File: config.mk
export PLATFORM = sky130hd
export DESIGN_NAME = ehm_error_history
export DESIGN_NICKNAME = d
export VERILOG_FILES = /design/src/rtl/ehm_pkg.sv /design/src/rtl/ehm_error_history.sv /design/src/rtl/ehm_history_ring.sv
export SDC_FILE = /design/constraint.sdc
export NUM_CORES = 2
export LEC_CHECK = 0
export BUFFER_PORTS_ARGS = -buffer_cell sky130_fd_sc_hd__buf_4
export CAP_MARGIN = 10
export CELL_PAD_IN_SITES_DETAIL_PLACEMENT = 1
export CELL_PAD_IN_SITES_GLOBAL_PLACEMENT = 2
export CORE_MARGIN = 5
export CORE_UTILIZATION = 40
export CTS_CLUSTER_SIZE = 16
export DETAILED_ROUTE_END_ITERATION = 7
export GPL_TIMING_DRIVEN = 0
export PLACE_DENSITY = 0.72
export SETUP_SLACK_MARGIN = 0.2
export SLEW_MARGIN = 20
export SYNTH_ARGS = -nofsm -noshare
export SYNTH_HDL_FRONTEND = slang
export SYNTH_SLANG_ARGS = --single-unit
export TNS_END_PERCENT = 10
File: constraint.sdc
create_clock -name clk -period 78.2 [get_ports clk]
set_input_delay 7.82 -clock clk [delete_from_list [all_inputs] [get_ports clk]]
set_output_delay 7.82 -clock clk [all_outputs]
set_load 0.005 [all_outputs]
File: src/rtl/ehm_pkg.sv
// Constants and types shared by the error history memory
package ehm_pkg;

  // Parameter addresses on the drive's parameter port
  localparam logic [15:0] OFS_LAST_STOP_ERROR_CODE   = 16'h1C0A;
  localparam logic [15:0] OFS_POWER_ON_CYCLE_COUNT   = 16'h3B04;
  localparam logic [15:0] OFS_HISTORY_CLEAR          = 16'h3B08;
  localparam logic [15:0] OFS_READ_POINTER_REWIND    = 16'h3B0A;
  localparam logic [15:0] OFS_ENTRY_CODE_FETCH       = 16'h3C02;
  localparam logic [15:0] OFS_ENTRY_CLASS            = 16'h3C04;
  localparam logic [15:0] OFS_ENTRY_DETECT_TIME      = 16'h3C06;
  localparam logic [15:0] OFS_ENTRY_QUALIFIER        = 16'h3C08;
  localparam logic [15:0] OFS_ENTRY_ENABLE_CYCLES    = 16'h3C0A;
  localparam logic [15:0] OFS_ENTRY_TIME_SINCE_EN    = 16'h3C0C;
  localparam logic [15:0] OFS_ENTRY_BUS_VOLTAGE      = 16'h3C0E;
  localparam logic [15:0] OFS_ENTRY_MOTOR_SPEED      = 16'h3C10;
  localparam logic [15:0] OFS_ENTRY_MOTOR_CURRENT    = 16'h3C12;
  localparam logic [15:0] OFS_ENTRY_POWER_STAGE_TEMP = 16'h3C14;
  localparam logic [15:0] OFS_ENTRY_DEVICE_TEMP      = 16'h3C16;

  // Reset values and command values
  localparam logic [15:0] RST_LAST_STOP_ERROR_CODE = 16'h0000;
  localparam logic [31:0] CMD_ACTIVATE             = 32'h0000_0001;

  // Error classes and field limits
  localparam logic [2:0]  CLASS_STOP_MIN  = 3'h1;
  localparam logic [2:0]  CLASS_MAX       = 3'h4;
  localparam logic [31:0] DETECT_TIME_MAX = 32'h1FFF_FFFF;
  localparam int          HIST_DEPTH      = 10;

  // Nonvolatile erase time and its cost in clock cycles (least time, rounded up)
  localparam int CLK_PERIOD_NS       = 100;
  localparam int NV_ERASE_TIME_NS    = 2000;
  localparam int CLEAR_BUSY_CYCLES   = (NV_ERASE_TIME_NS + CLK_PERIOD_NS - 1) / CLK_PERIOD_NS;

  // One stored event, captured at the instant of detection
  typedef struct packed {
    logic [2:0]  cls;
    logic [15:0] code;
    logic [15:0] current;
    logic [15:0] busVoltage;
    logic [15:0] speed;
    logic [15:0] devTemp;
    logic [15:0] paTemp;
    logic [15:0] qualifier;
    logic [31:0] detectTime;
    logic [31:0] powerOnCount;
    logic [15:0] enableCycles;
    logic [15:0] timeSinceEnable;
  } ehm_entry_s;

  localparam int ENTRY_W = $bits(ehm_entry_s);

  typedef enum logic {
    CLR_IDLE,
    CLR_BUSY
  } ehm_clr_state_e;

endpackage
File: src/rtl/ehm_error_history.sv
// Error history memory: ring of events, fetch buffer and parameter access
//
// Summary of operation
// - Keep last class 1-4 error code
// - Hold ten events in nonvolatile storage
// - Capture all values at detection instant
// - Each fetch of a stored entry advances the read pointer
// - Exhausted history returns error code zero
// - Position one oldest, position ten newest
// - Code read copies entry into buffer
// - Class reported as integer zero to four
// - Current unsigned, hundredths of an ampere
// - Bus voltage unsigned, tenths of a volt
// - Power-on count full 32-bit range
// - Detect time capped at documented maximum
// - Both temperatures signed 16-bit Celsius
// - Velocity signed 16-bit RPM
// - Enable count since switch-on, 16-bit
// - Time since enable, unsigned 16-bit
// - Qualifier 16-bit, code dependent meaning
// - Writing one rewinds pointer to oldest
// - Writing one clears; reads zero when done
`timescale 1ns/1ps
module ehm_error_history
  import ehm_pkg::*;
#(
  parameter int DEPTH = HIST_DEPTH,
  parameter int CLEAR_CYCLES = CLEAR_BUSY_CYCLES
) (
  input  wire logic        clk,
  input  wire logic        resetn,
  input  wire logic        factoryResetn,
  input  wire logic        evtValid,
  input  wire logic [2:0]  evtClass,
  input  wire logic [15:0] evtCode,
  input  wire logic [15:0] evtCurrent,
  input  wire logic [15:0] evtBusVoltage,
  input  wire logic [15:0] evtSpeed,
  input  wire logic [15:0] evtDevTemp,
  input  wire logic [15:0] evtPaTemp,
  input  wire logic [15:0] evtQualifier,
  input  wire logic [31:0] evtTime,
  input  wire logic [31:0] evtPowerOnCount,
  input  wire logic [15:0] evtEnableCycles,
  input  wire logic [15:0] evtTimeSinceEnable,
  input  wire logic        parRead,
  input  wire logic        parWrite,
  input  wire logic [15:0] parAddr,
  input  wire logic [31:0] parWdata,
  output logic             parAck,
  output logic      [31:0] parRdata
);

  localparam int CNT_W = $clog2(DEPTH + 1);
  localparam int CLR_BOUND = CLEAR_CYCLES + 1;
  localparam logic [CNT_W-1:0] PTR_ONE = CNT_W'(1);
  localparam int CLR_W = $clog2(CLEAR_CYCLES + 1);
  localparam logic [CLR_W-1:0] CLR_LAST = CLR_W'(CLEAR_CYCLES - 1);

  ehm_clr_state_e                    clrState_q;
  ehm_clr_state_e                    clrState_d;
  logic [$clog2(CLEAR_CYCLES+1)-1:0] clrCnt_q;
  logic [$clog2(CLEAR_CYCLES+1)-1:0] clrCnt_d;
  logic [CNT_W-1:0]                  rdPtr_q;
  logic [CNT_W-1:0]                  rdPtr_d;
  logic [CNT_W-1:0]                  ptrStep;
  logic [15:0]                       lastStop_q;
  logic [15:0]                       lastStop_d;
  ehm_entry_s                        buf_q;
  ehm_entry_s                        buf_d;
  logic                              parAck_q;
  logic [31:0]                       parRdata_q;
  logic [31:0]                       rdValue;

  ehm_entry_s       captured;
  ehm_entry_s       ringRd;
  ehm_entry_s       fetchEntry;
  logic [CNT_W-1:0] histCount;
  logic             histFull;
  logic             evtAccept;
  logic             evtIsStop;
  logic             pushDrop;
  logic             entryAvail;
  logic             hitCode;
  logic             fetch;
  logic             wrOne;
  logic             rewind;
  logic             clrStart;
  logic             clrBusy;
  logic             ringClrAll;

  // Snapshot of the live values at detection; out-of-range classes are dropped
  assign evtAccept = evtValid && (evtClass <= CLASS_MAX);
  assign evtIsStop = evtAccept && (evtClass >= CLASS_STOP_MIN);
  assign captured.cls             = evtClass;
  assign captured.code            = evtCode;
  assign captured.current         = evtCurrent;
  assign captured.busVoltage      = evtBusVoltage;
  assign captured.speed           = evtSpeed;
  assign captured.devTemp         = evtDevTemp;
  assign captured.paTemp          = evtPaTemp;
  assign captured.qualifier       = evtQualifier;
  // Detection time saturates rather than wrapping past its limit
  assign captured.detectTime      = (evtTime > DETECT_TIME_MAX) ? DETECT_TIME_MAX
                                                                : evtTime;
  assign captured.powerOnCount    = evtPowerOnCount;
  assign captured.enableCycles    = evtEnableCycles;
  assign captured.timeSinceEnable = evtTimeSinceEnable;

  ehm_history_ring #(
    .DEPTH (DEPTH),
    .WIDTH (ENTRY_W),
    .CNT_W (CNT_W)
  ) u_ring (
    .clk      (clk),
    .rstn     (factoryResetn),
    .push     (evtAccept),
    .pushData (captured),
    .clrAll   (ringClrAll),
    .rdIdx    (rdPtr_q),
    .rdData   (ringRd),
    .count    (histCount),
    .full     (histFull)
  );

  // Parameter port decode; a write in the same cycle wins over a read
  assign wrOne      = parWrite && (parWdata == CMD_ACTIVATE);
  assign hitCode    = parAddr == OFS_ENTRY_CODE_FETCH;
  assign fetch      = parRead && !parWrite && hitCode;
  assign rewind     = wrOne && (parAddr == OFS_READ_POINTER_REWIND);
  assign clrBusy    = clrState_q == CLR_BUSY;
  assign clrStart   = wrOne && (parAddr == OFS_HISTORY_CLEAR) && !clrBusy;
  assign ringClrAll = clrStart;
  assign pushDrop   = evtAccept && histFull && !ringClrAll;

  // Past the last stored entry the fetch yields an all-zero entry
  assign entryAvail = rdPtr_q < histCount;
  assign fetchEntry = entryAvail ? ringRd : '0;

  // Pointer counts from the oldest; a dropped oldest shifts it back by one
  assign ptrStep = (fetch && entryAvail) ? PTR_ONE : '0;
  assign rdPtr_d = (rewind || ringClrAll) ? '0
                 : (pushDrop && (rdPtr_q + ptrStep) != '0) ? rdPtr_q + ptrStep - PTR_ONE
                 : rdPtr_q + ptrStep;

  assign buf_d      = fetch ? fetchEntry : buf_q;
  assign lastStop_d = evtIsStop ? evtCode : lastStop_q;

  assign clrState_d = clrStart ? CLR_BUSY
                    : (clrBusy && clrCnt_q == '0) ? CLR_IDLE : clrState_q;
  assign clrCnt_d   = clrStart ? CLR_LAST
                    : (clrBusy && clrCnt_q != '0) ? clrCnt_q - 1'b1 : clrCnt_q;

  // Read mux: code reads the fresh entry, details read the buffer
  assign rdValue =
      hitCode                                ? {16'h0000, fetchEntry.code}
    : (parAddr == OFS_LAST_STOP_ERROR_CODE)  ? {16'h0000, lastStop_q}
    : (parAddr == OFS_POWER_ON_CYCLE_COUNT)  ? buf_q.powerOnCount
    : (parAddr == OFS_HISTORY_CLEAR)         ? {31'h0000_0000, clrBusy}
    : (parAddr == OFS_ENTRY_CLASS)           ? {29'h0000_0000, buf_q.cls}
    : (parAddr == OFS_ENTRY_DETECT_TIME)     ? buf_q.detectTime
    : (parAddr == OFS_ENTRY_QUALIFIER)       ? {16'h0000, buf_q.qualifier}
    : (parAddr == OFS_ENTRY_ENABLE_CYCLES)   ? {16'h0000, buf_q.enableCycles}
    : (parAddr == OFS_ENTRY_TIME_SINCE_EN)   ? {16'h0000, buf_q.timeSinceEnable}
    : (parAddr == OFS_ENTRY_BUS_VOLTAGE)     ? {16'h0000, buf_q.busVoltage}
    : (parAddr == OFS_ENTRY_MOTOR_SPEED)     ? {16'h0000, buf_q.speed}
    : (parAddr == OFS_ENTRY_MOTOR_CURRENT)   ? {16'h0000, buf_q.current}
    : (parAddr == OFS_ENTRY_POWER_STAGE_TEMP)? {16'h0000, buf_q.paTemp}
    : (parAddr == OFS_ENTRY_DEVICE_TEMP)     ? {16'h0000, buf_q.devTemp}
    : 32'h0000_0000;

  always_ff @(posedge clk) begin
    if (!resetn) begin
      rdPtr_q    <= '0;
      buf_q      <= '0;
      clrState_q <= CLR_IDLE;
      clrCnt_q   <= '0;
      parAck_q   <= 1'b0;
      parRdata_q <= 32'h0000_0000;
    end else begin
      rdPtr_q    <= rdPtr_d;
      buf_q      <= buf_d;
      clrState_q <= clrState_d;
      clrCnt_q   <= clrCnt_d;
      parAck_q   <= parRead || parWrite;
      parRdata_q <= (parRead && !parWrite) ? rdValue : 32'h0000_0000;
    end
  end

  // Factory reset also clears the stop code; a warm reset alone keeps it
  always_ff @(posedge clk) begin
    if (!factoryResetn) begin
      lastStop_q <= RST_LAST_STOP_ERROR_CODE;
    end else begin
      lastStop_q <= lastStop_d;
    end
  end

  assign parAck   = parAck_q;
  assign parRdata = parRdata_q;
endmodule // ehm_error_history

File: src/rtl/ehm_history_ring.sv
// Ring of the last events, oldest first, kept across the warm reset
`timescale 1ns/1ps
module ehm_history_ring
  import ehm_pkg::*;
#(
  parameter int DEPTH = HIST_DEPTH,
  parameter int WIDTH = ENTRY_W,
  parameter int CNT_W = $clog2(DEPTH + 1)
) (
  input  wire logic             clk,
  input  wire logic             rstn,
  input  wire logic             push,
  input  wire logic [WIDTH-1:0] pushData,
  input  wire logic             clrAll,
  input  wire logic [CNT_W-1:0] rdIdx,
  output logic      [WIDTH-1:0] rdData,
  output logic      [CNT_W-1:0] count,
  output logic                  full
);

  // Storage has no reset: it stands for the nonvolatile array
  logic [WIDTH-1:0] mem [DEPTH];
  logic [CNT_W-1:0] wrPtr_q;
  logic [CNT_W-1:0] wrPtr_d;
  logic [CNT_W-1:0] count_q;
  logic [CNT_W-1:0] count_d;
  logic [CNT_W-1:0] basePtr;
  logic [CNT_W-1:0] baseCnt;
  logic [CNT_W-1:0] oldest;
  logic [CNT_W:0]   sumIdx;
  logic [CNT_W-1:0] physIdx;

  localparam logic [CNT_W-1:0] DEPTH_C = CNT_W'(DEPTH);
  localparam logic [CNT_W-1:0] ONE_C   = CNT_W'(1);

  assign full    = (count_q == DEPTH_C);
  assign count   = count_q;
  // Once full the write slot is also the oldest slot
  assign oldest  = full ? wrPtr_q : '0;
  assign sumIdx  = {1'b0, oldest} + {1'b0, rdIdx};
  assign physIdx = (sumIdx >= {1'b0, DEPTH_C}) ? CNT_W'(sumIdx - {1'b0, DEPTH_C})
                                                : sumIdx[CNT_W-1:0];
  assign rdData  = mem[physIdx];

  // Clear and push in one cycle: the new event survives the clear
  assign basePtr = clrAll ? '0 : wrPtr_q;
  assign baseCnt = clrAll ? '0 : count_q;
  assign wrPtr_d = push ? ((basePtr == DEPTH_C - ONE_C) ? '0 : basePtr + ONE_C) : basePtr;
  // Overwriting the oldest slot when full keeps the ten newest
  assign count_d = (push && baseCnt != DEPTH_C) ? baseCnt + ONE_C : baseCnt;

  always_ff @(posedge clk) begin
    if (push) begin
      mem[basePtr] <= pushData;
    end
  end

  always_ff @(posedge clk) begin
    if (!rstn) begin
      wrPtr_q <= '0;
      count_q <= '0;
    end else begin
      wrPtr_q <= wrPtr_d;
      count_q <= count_d;
    end
  end
endmodule // ehm_history_ring

==> qor.txt <==
Outcome: finished, final reports clean
Total vias in the final route: 53500
WP buf/inv: 14
WP data required: 78780 ps
Number of cell rows: 176
Synth Area in XOR/XNOR: 0.124%
Cell taking the most area after synthesis: edfxtp_1
Inserted Clock Buffers: 236
Initial Util: 40.1%
Vias per cell: 5.68
Reg area: 68600 um^2
#FFs+latches synth: 2372
Max stage delay cell, worst path: nor4_2
GPL Wtd Cong: 0.862
Mapped Area: 91900 um^2
Post-synth EDFFs: 2110
TNS Setup: 0 ps
Top delay family on crit path: buffers and inverters
CP Max Fanout: 10
WHS: 479 ps
Clock latency on the worst-skew pair: 880 ps
Total Power: 2.59 mW
Final worst path period share: 15.7%
Most frequent cells in the layout: edfxtp_1 (2110), nand2_1 (449), buf_4 (428), dfxtp_1 (262), clkbuf_1 (250)
Filler Cell Count: 21800
LEAKAGE: 34.5 nW
DRT Pass-1 Iters: 7
Post-CTS Setup Inserts: 0
I/O pin cnt: 298
Yosys cell types: 79
Hold Buf Count CTS: 0
Hold Crit Start: buf_q[177]
Sequential fraction of the synthesis area: 74.7%
Die W: 489 um
Die Ht: 489 um
RSZ-0062 raised after global routing: false
Warnings from Yosys: 0
Top cell type's share of synthesized area: 69.0%
Largest family of logic cells by synthesized area: multiplexers
Normalized max-slew margin: 13.9%
Arr. time, crit path: 12850 ps
WHS Path Cells: 2
Crit path kind: input port to register
Commonest non-fill, non-tap cell in the layout: edfxtp_1
Compound-gate portion of the synthesized area: 6.59%
CP endpoint kind: register
Fmax: 81.5 MHz
Antenna-violating nets left: 0
Reg-to-reg slack, setup: 72800 ps
Area of the multi-input gates: 21800 um^2
CTS-repair resized insts: 0
Synth Instances: 5327
Post-DR wirelength/cell: 29.9 um
Worst Hold End: buf_q[177]
Worst-path clk slew: 60 ps
FF-to-FF End: parRdata[3]
# port buffers: 295
Hpwl dp: 200000 um
FFs w/ async S/R, synth: 0%
Gr usage total: 23.2%
Final setup viols: 0
Max H-tree Level: 4
CTS tree: yes
Synth Area in Simple Gates: 6.21%
Mux cell area share after synthesis: 10.4%
Main synth FF type: edfxtp_1
Final Max Slew Viols: 0
Die area: 239000 um^2
First-pass GRT wire length: 401000 um
Share of layout cells above drive strength 1: 23.4%
Crit path time final: 12260 ps
Final #Nets: 6441
Clk buf depth: 3
Drc violations: 0
Area contributors post-synth: edfxtp_1 (69%), dfxtp_1 (5.7%), mux4_2 (5.1%)
Clk_skew: 49.7 ps
CTS Root Cell: clkbuf_16
Crit-path max cell delay: 690 ps
HP Class: register to register
Initial antenna violation count: 54
Overflow after GRT: 0
PwrDens: 23.7 nW/um^2
Design Area, Final: 109000 um^2
Hold Violations, Final: 0
Number of global-route vias before repair: 55500
WL final: 281000 um
CP cell instances: buf_4, clkbuf_1, nor3_1, nand2_1, nor3_1, nand2_1, clkbuf_1, nand2_1, nor4_2, buf_4, buf_2, buf_4, buf_4, buf_2, buf_2, buf_4, buf_2, buf_2, buf_2, buf_4
MaxCap Viol Count: 0
VDD IR max: 22.1 uV
Placed cell area: 101000 um^2
Worst r2r path cells: 16
Worst-margin pin slew: 1280 ps
Largest net degree at the start of global routing: 26
Area grow syn2layout: 18.8%
1st-iter DRT viols: 5391
Reg-to-reg critical path startpoint: u_ring.count[3]
Core area: 229000 um^2
Clk sinks: 2372
Post-Synth Adder-Cell Area: 0.226%
Crit start category: input port
Mapped Avg Cell Area: 17.2 um^2
cells by family (layout without fill, tap and decap cells):
group	Yosys count	count (layout)
AOI/OAI and AO/OA	823	823
and+or+nand+nor	1076	1076
DFF	2372	2372
muxes	667	667
buffers and inverters	359	1375
other	1	59
xor gates and xnor gates	13	13
adders and majority gates	16	16
power breakdown:
group          leakage [nW]  total [mW]  internal, mW  switching (mW)
Sequential             21.2        1.39          1.39         0.00302
Clock                  3.81        1.13         0.642           0.490
Combinational          9.49      0.0632        0.0242          0.0390
cell usage after synthesis (13+ instances only):
| library cell | n |
|---|---|
| edfxtp_1 | 2110 |
| nand2_1 | 449 |
| dfxtp_1 | 262 |
| a21oi_1 | 238 |
| mux2i_1 | 237 |
| clkbuf_1 | 208 |
| mux4_2 | 208 |
| and3_1 | 203 |
| a211o_1 | 197 |
| nor3b_1 | 196 |
| mux2_2 | 192 |
| o2111ai_1 | 185 |
| buf_2 | 91 |
| nor2_1 | 79 |
| o21ai_0 | 48 |
| nand2b_1 | 36 |
| a22oi_1 | 30 |
| mux2_1 | 30 |
| buf_4 | 26 |
| nor2b_1 | 23 |
| a2111oi_0 | 22 |
| nor3_1 | 18 |
| inv_1 | 17 |
| ha_1 | 15 |
| o221ai_1 | 14 |
| a31oi_1 | 13 |
| nor4_1 | 13 |
cell type report:
type                    count  share of cell area (%)
clock buffers             329                    6.08
plain buffers             342                    1.45
multi-input cells        2625                    20.0
repair buffers            566                    4.94
clock inverters           121                    1.04
inverters                  17                  0.0585
diodes                     29                  0.0665
well taps                3026                    3.47
flip-flops and latches   2372                    62.9
sequential cells by signal, summed over array words and instances (netlist names):
register	count
u_ring.count	4
u_ring.wrPtr_q	4
clrBusy	1
clrCnt_q	5
u_ring.mem	2110
parRdata	32
buf_q	195
lastStop_q	16
parAck	1
rdPtr_q	4
metal layers:
metal | track usage (%) | part of all wire [%]
met1 | 31.8 | 42
met2 | 36.8 | 47
met3 | 3.97 | 6.5
met4 | 9.63 | 4.4
met5 | 0 | 0.037
through the flow:
stage | instances | setup WS (ps) | utilization (%)
2_1_floorplan | 5356 | 48320 | -
3_3_place_gp | 8677 | 24950 | 42.7
3_5_place_dp | 8948 | 65110 | 44.2
4_1_cts | 9398 | 66080 | 47.6
5_1_grt | 9416 | 65780 | 47.6
6_report | 9427 | 65940 | 47.6
worst max path at each step:
| stage | startpoint | end | slack, ps | cells after the start |
|---|---|---|---|---|
| 2_1_floorplan | parAddr[2] | u_ring.mem[2][0] | 48320 | 8 |
| 3_3_place_gp | parAddr[2] | u_ring.mem[2][90] | 24950 | 9 |
| 3_5_place_dp | parAddr[2] | u_ring.mem[8][124] | 65110 | 20 |
| 4_1_cts | parAddr[2] | u_ring.mem[8][128] | 66080 | 20 |
| 5_1_grt | parAddr[2] | u_ring.mem[8][128] | 65780 | 20 |
| 6_report | parAddr[2] | u_ring.mem[8][128] | 65940 | 20 |
tightest hold or removal path, cell delays in order, from the launching register on:
cell     delay, ps
dfxtp_1        310
nand2_1         70
a21oi_1         60
No activity file was read; power rests on OpenSTA's default activity.
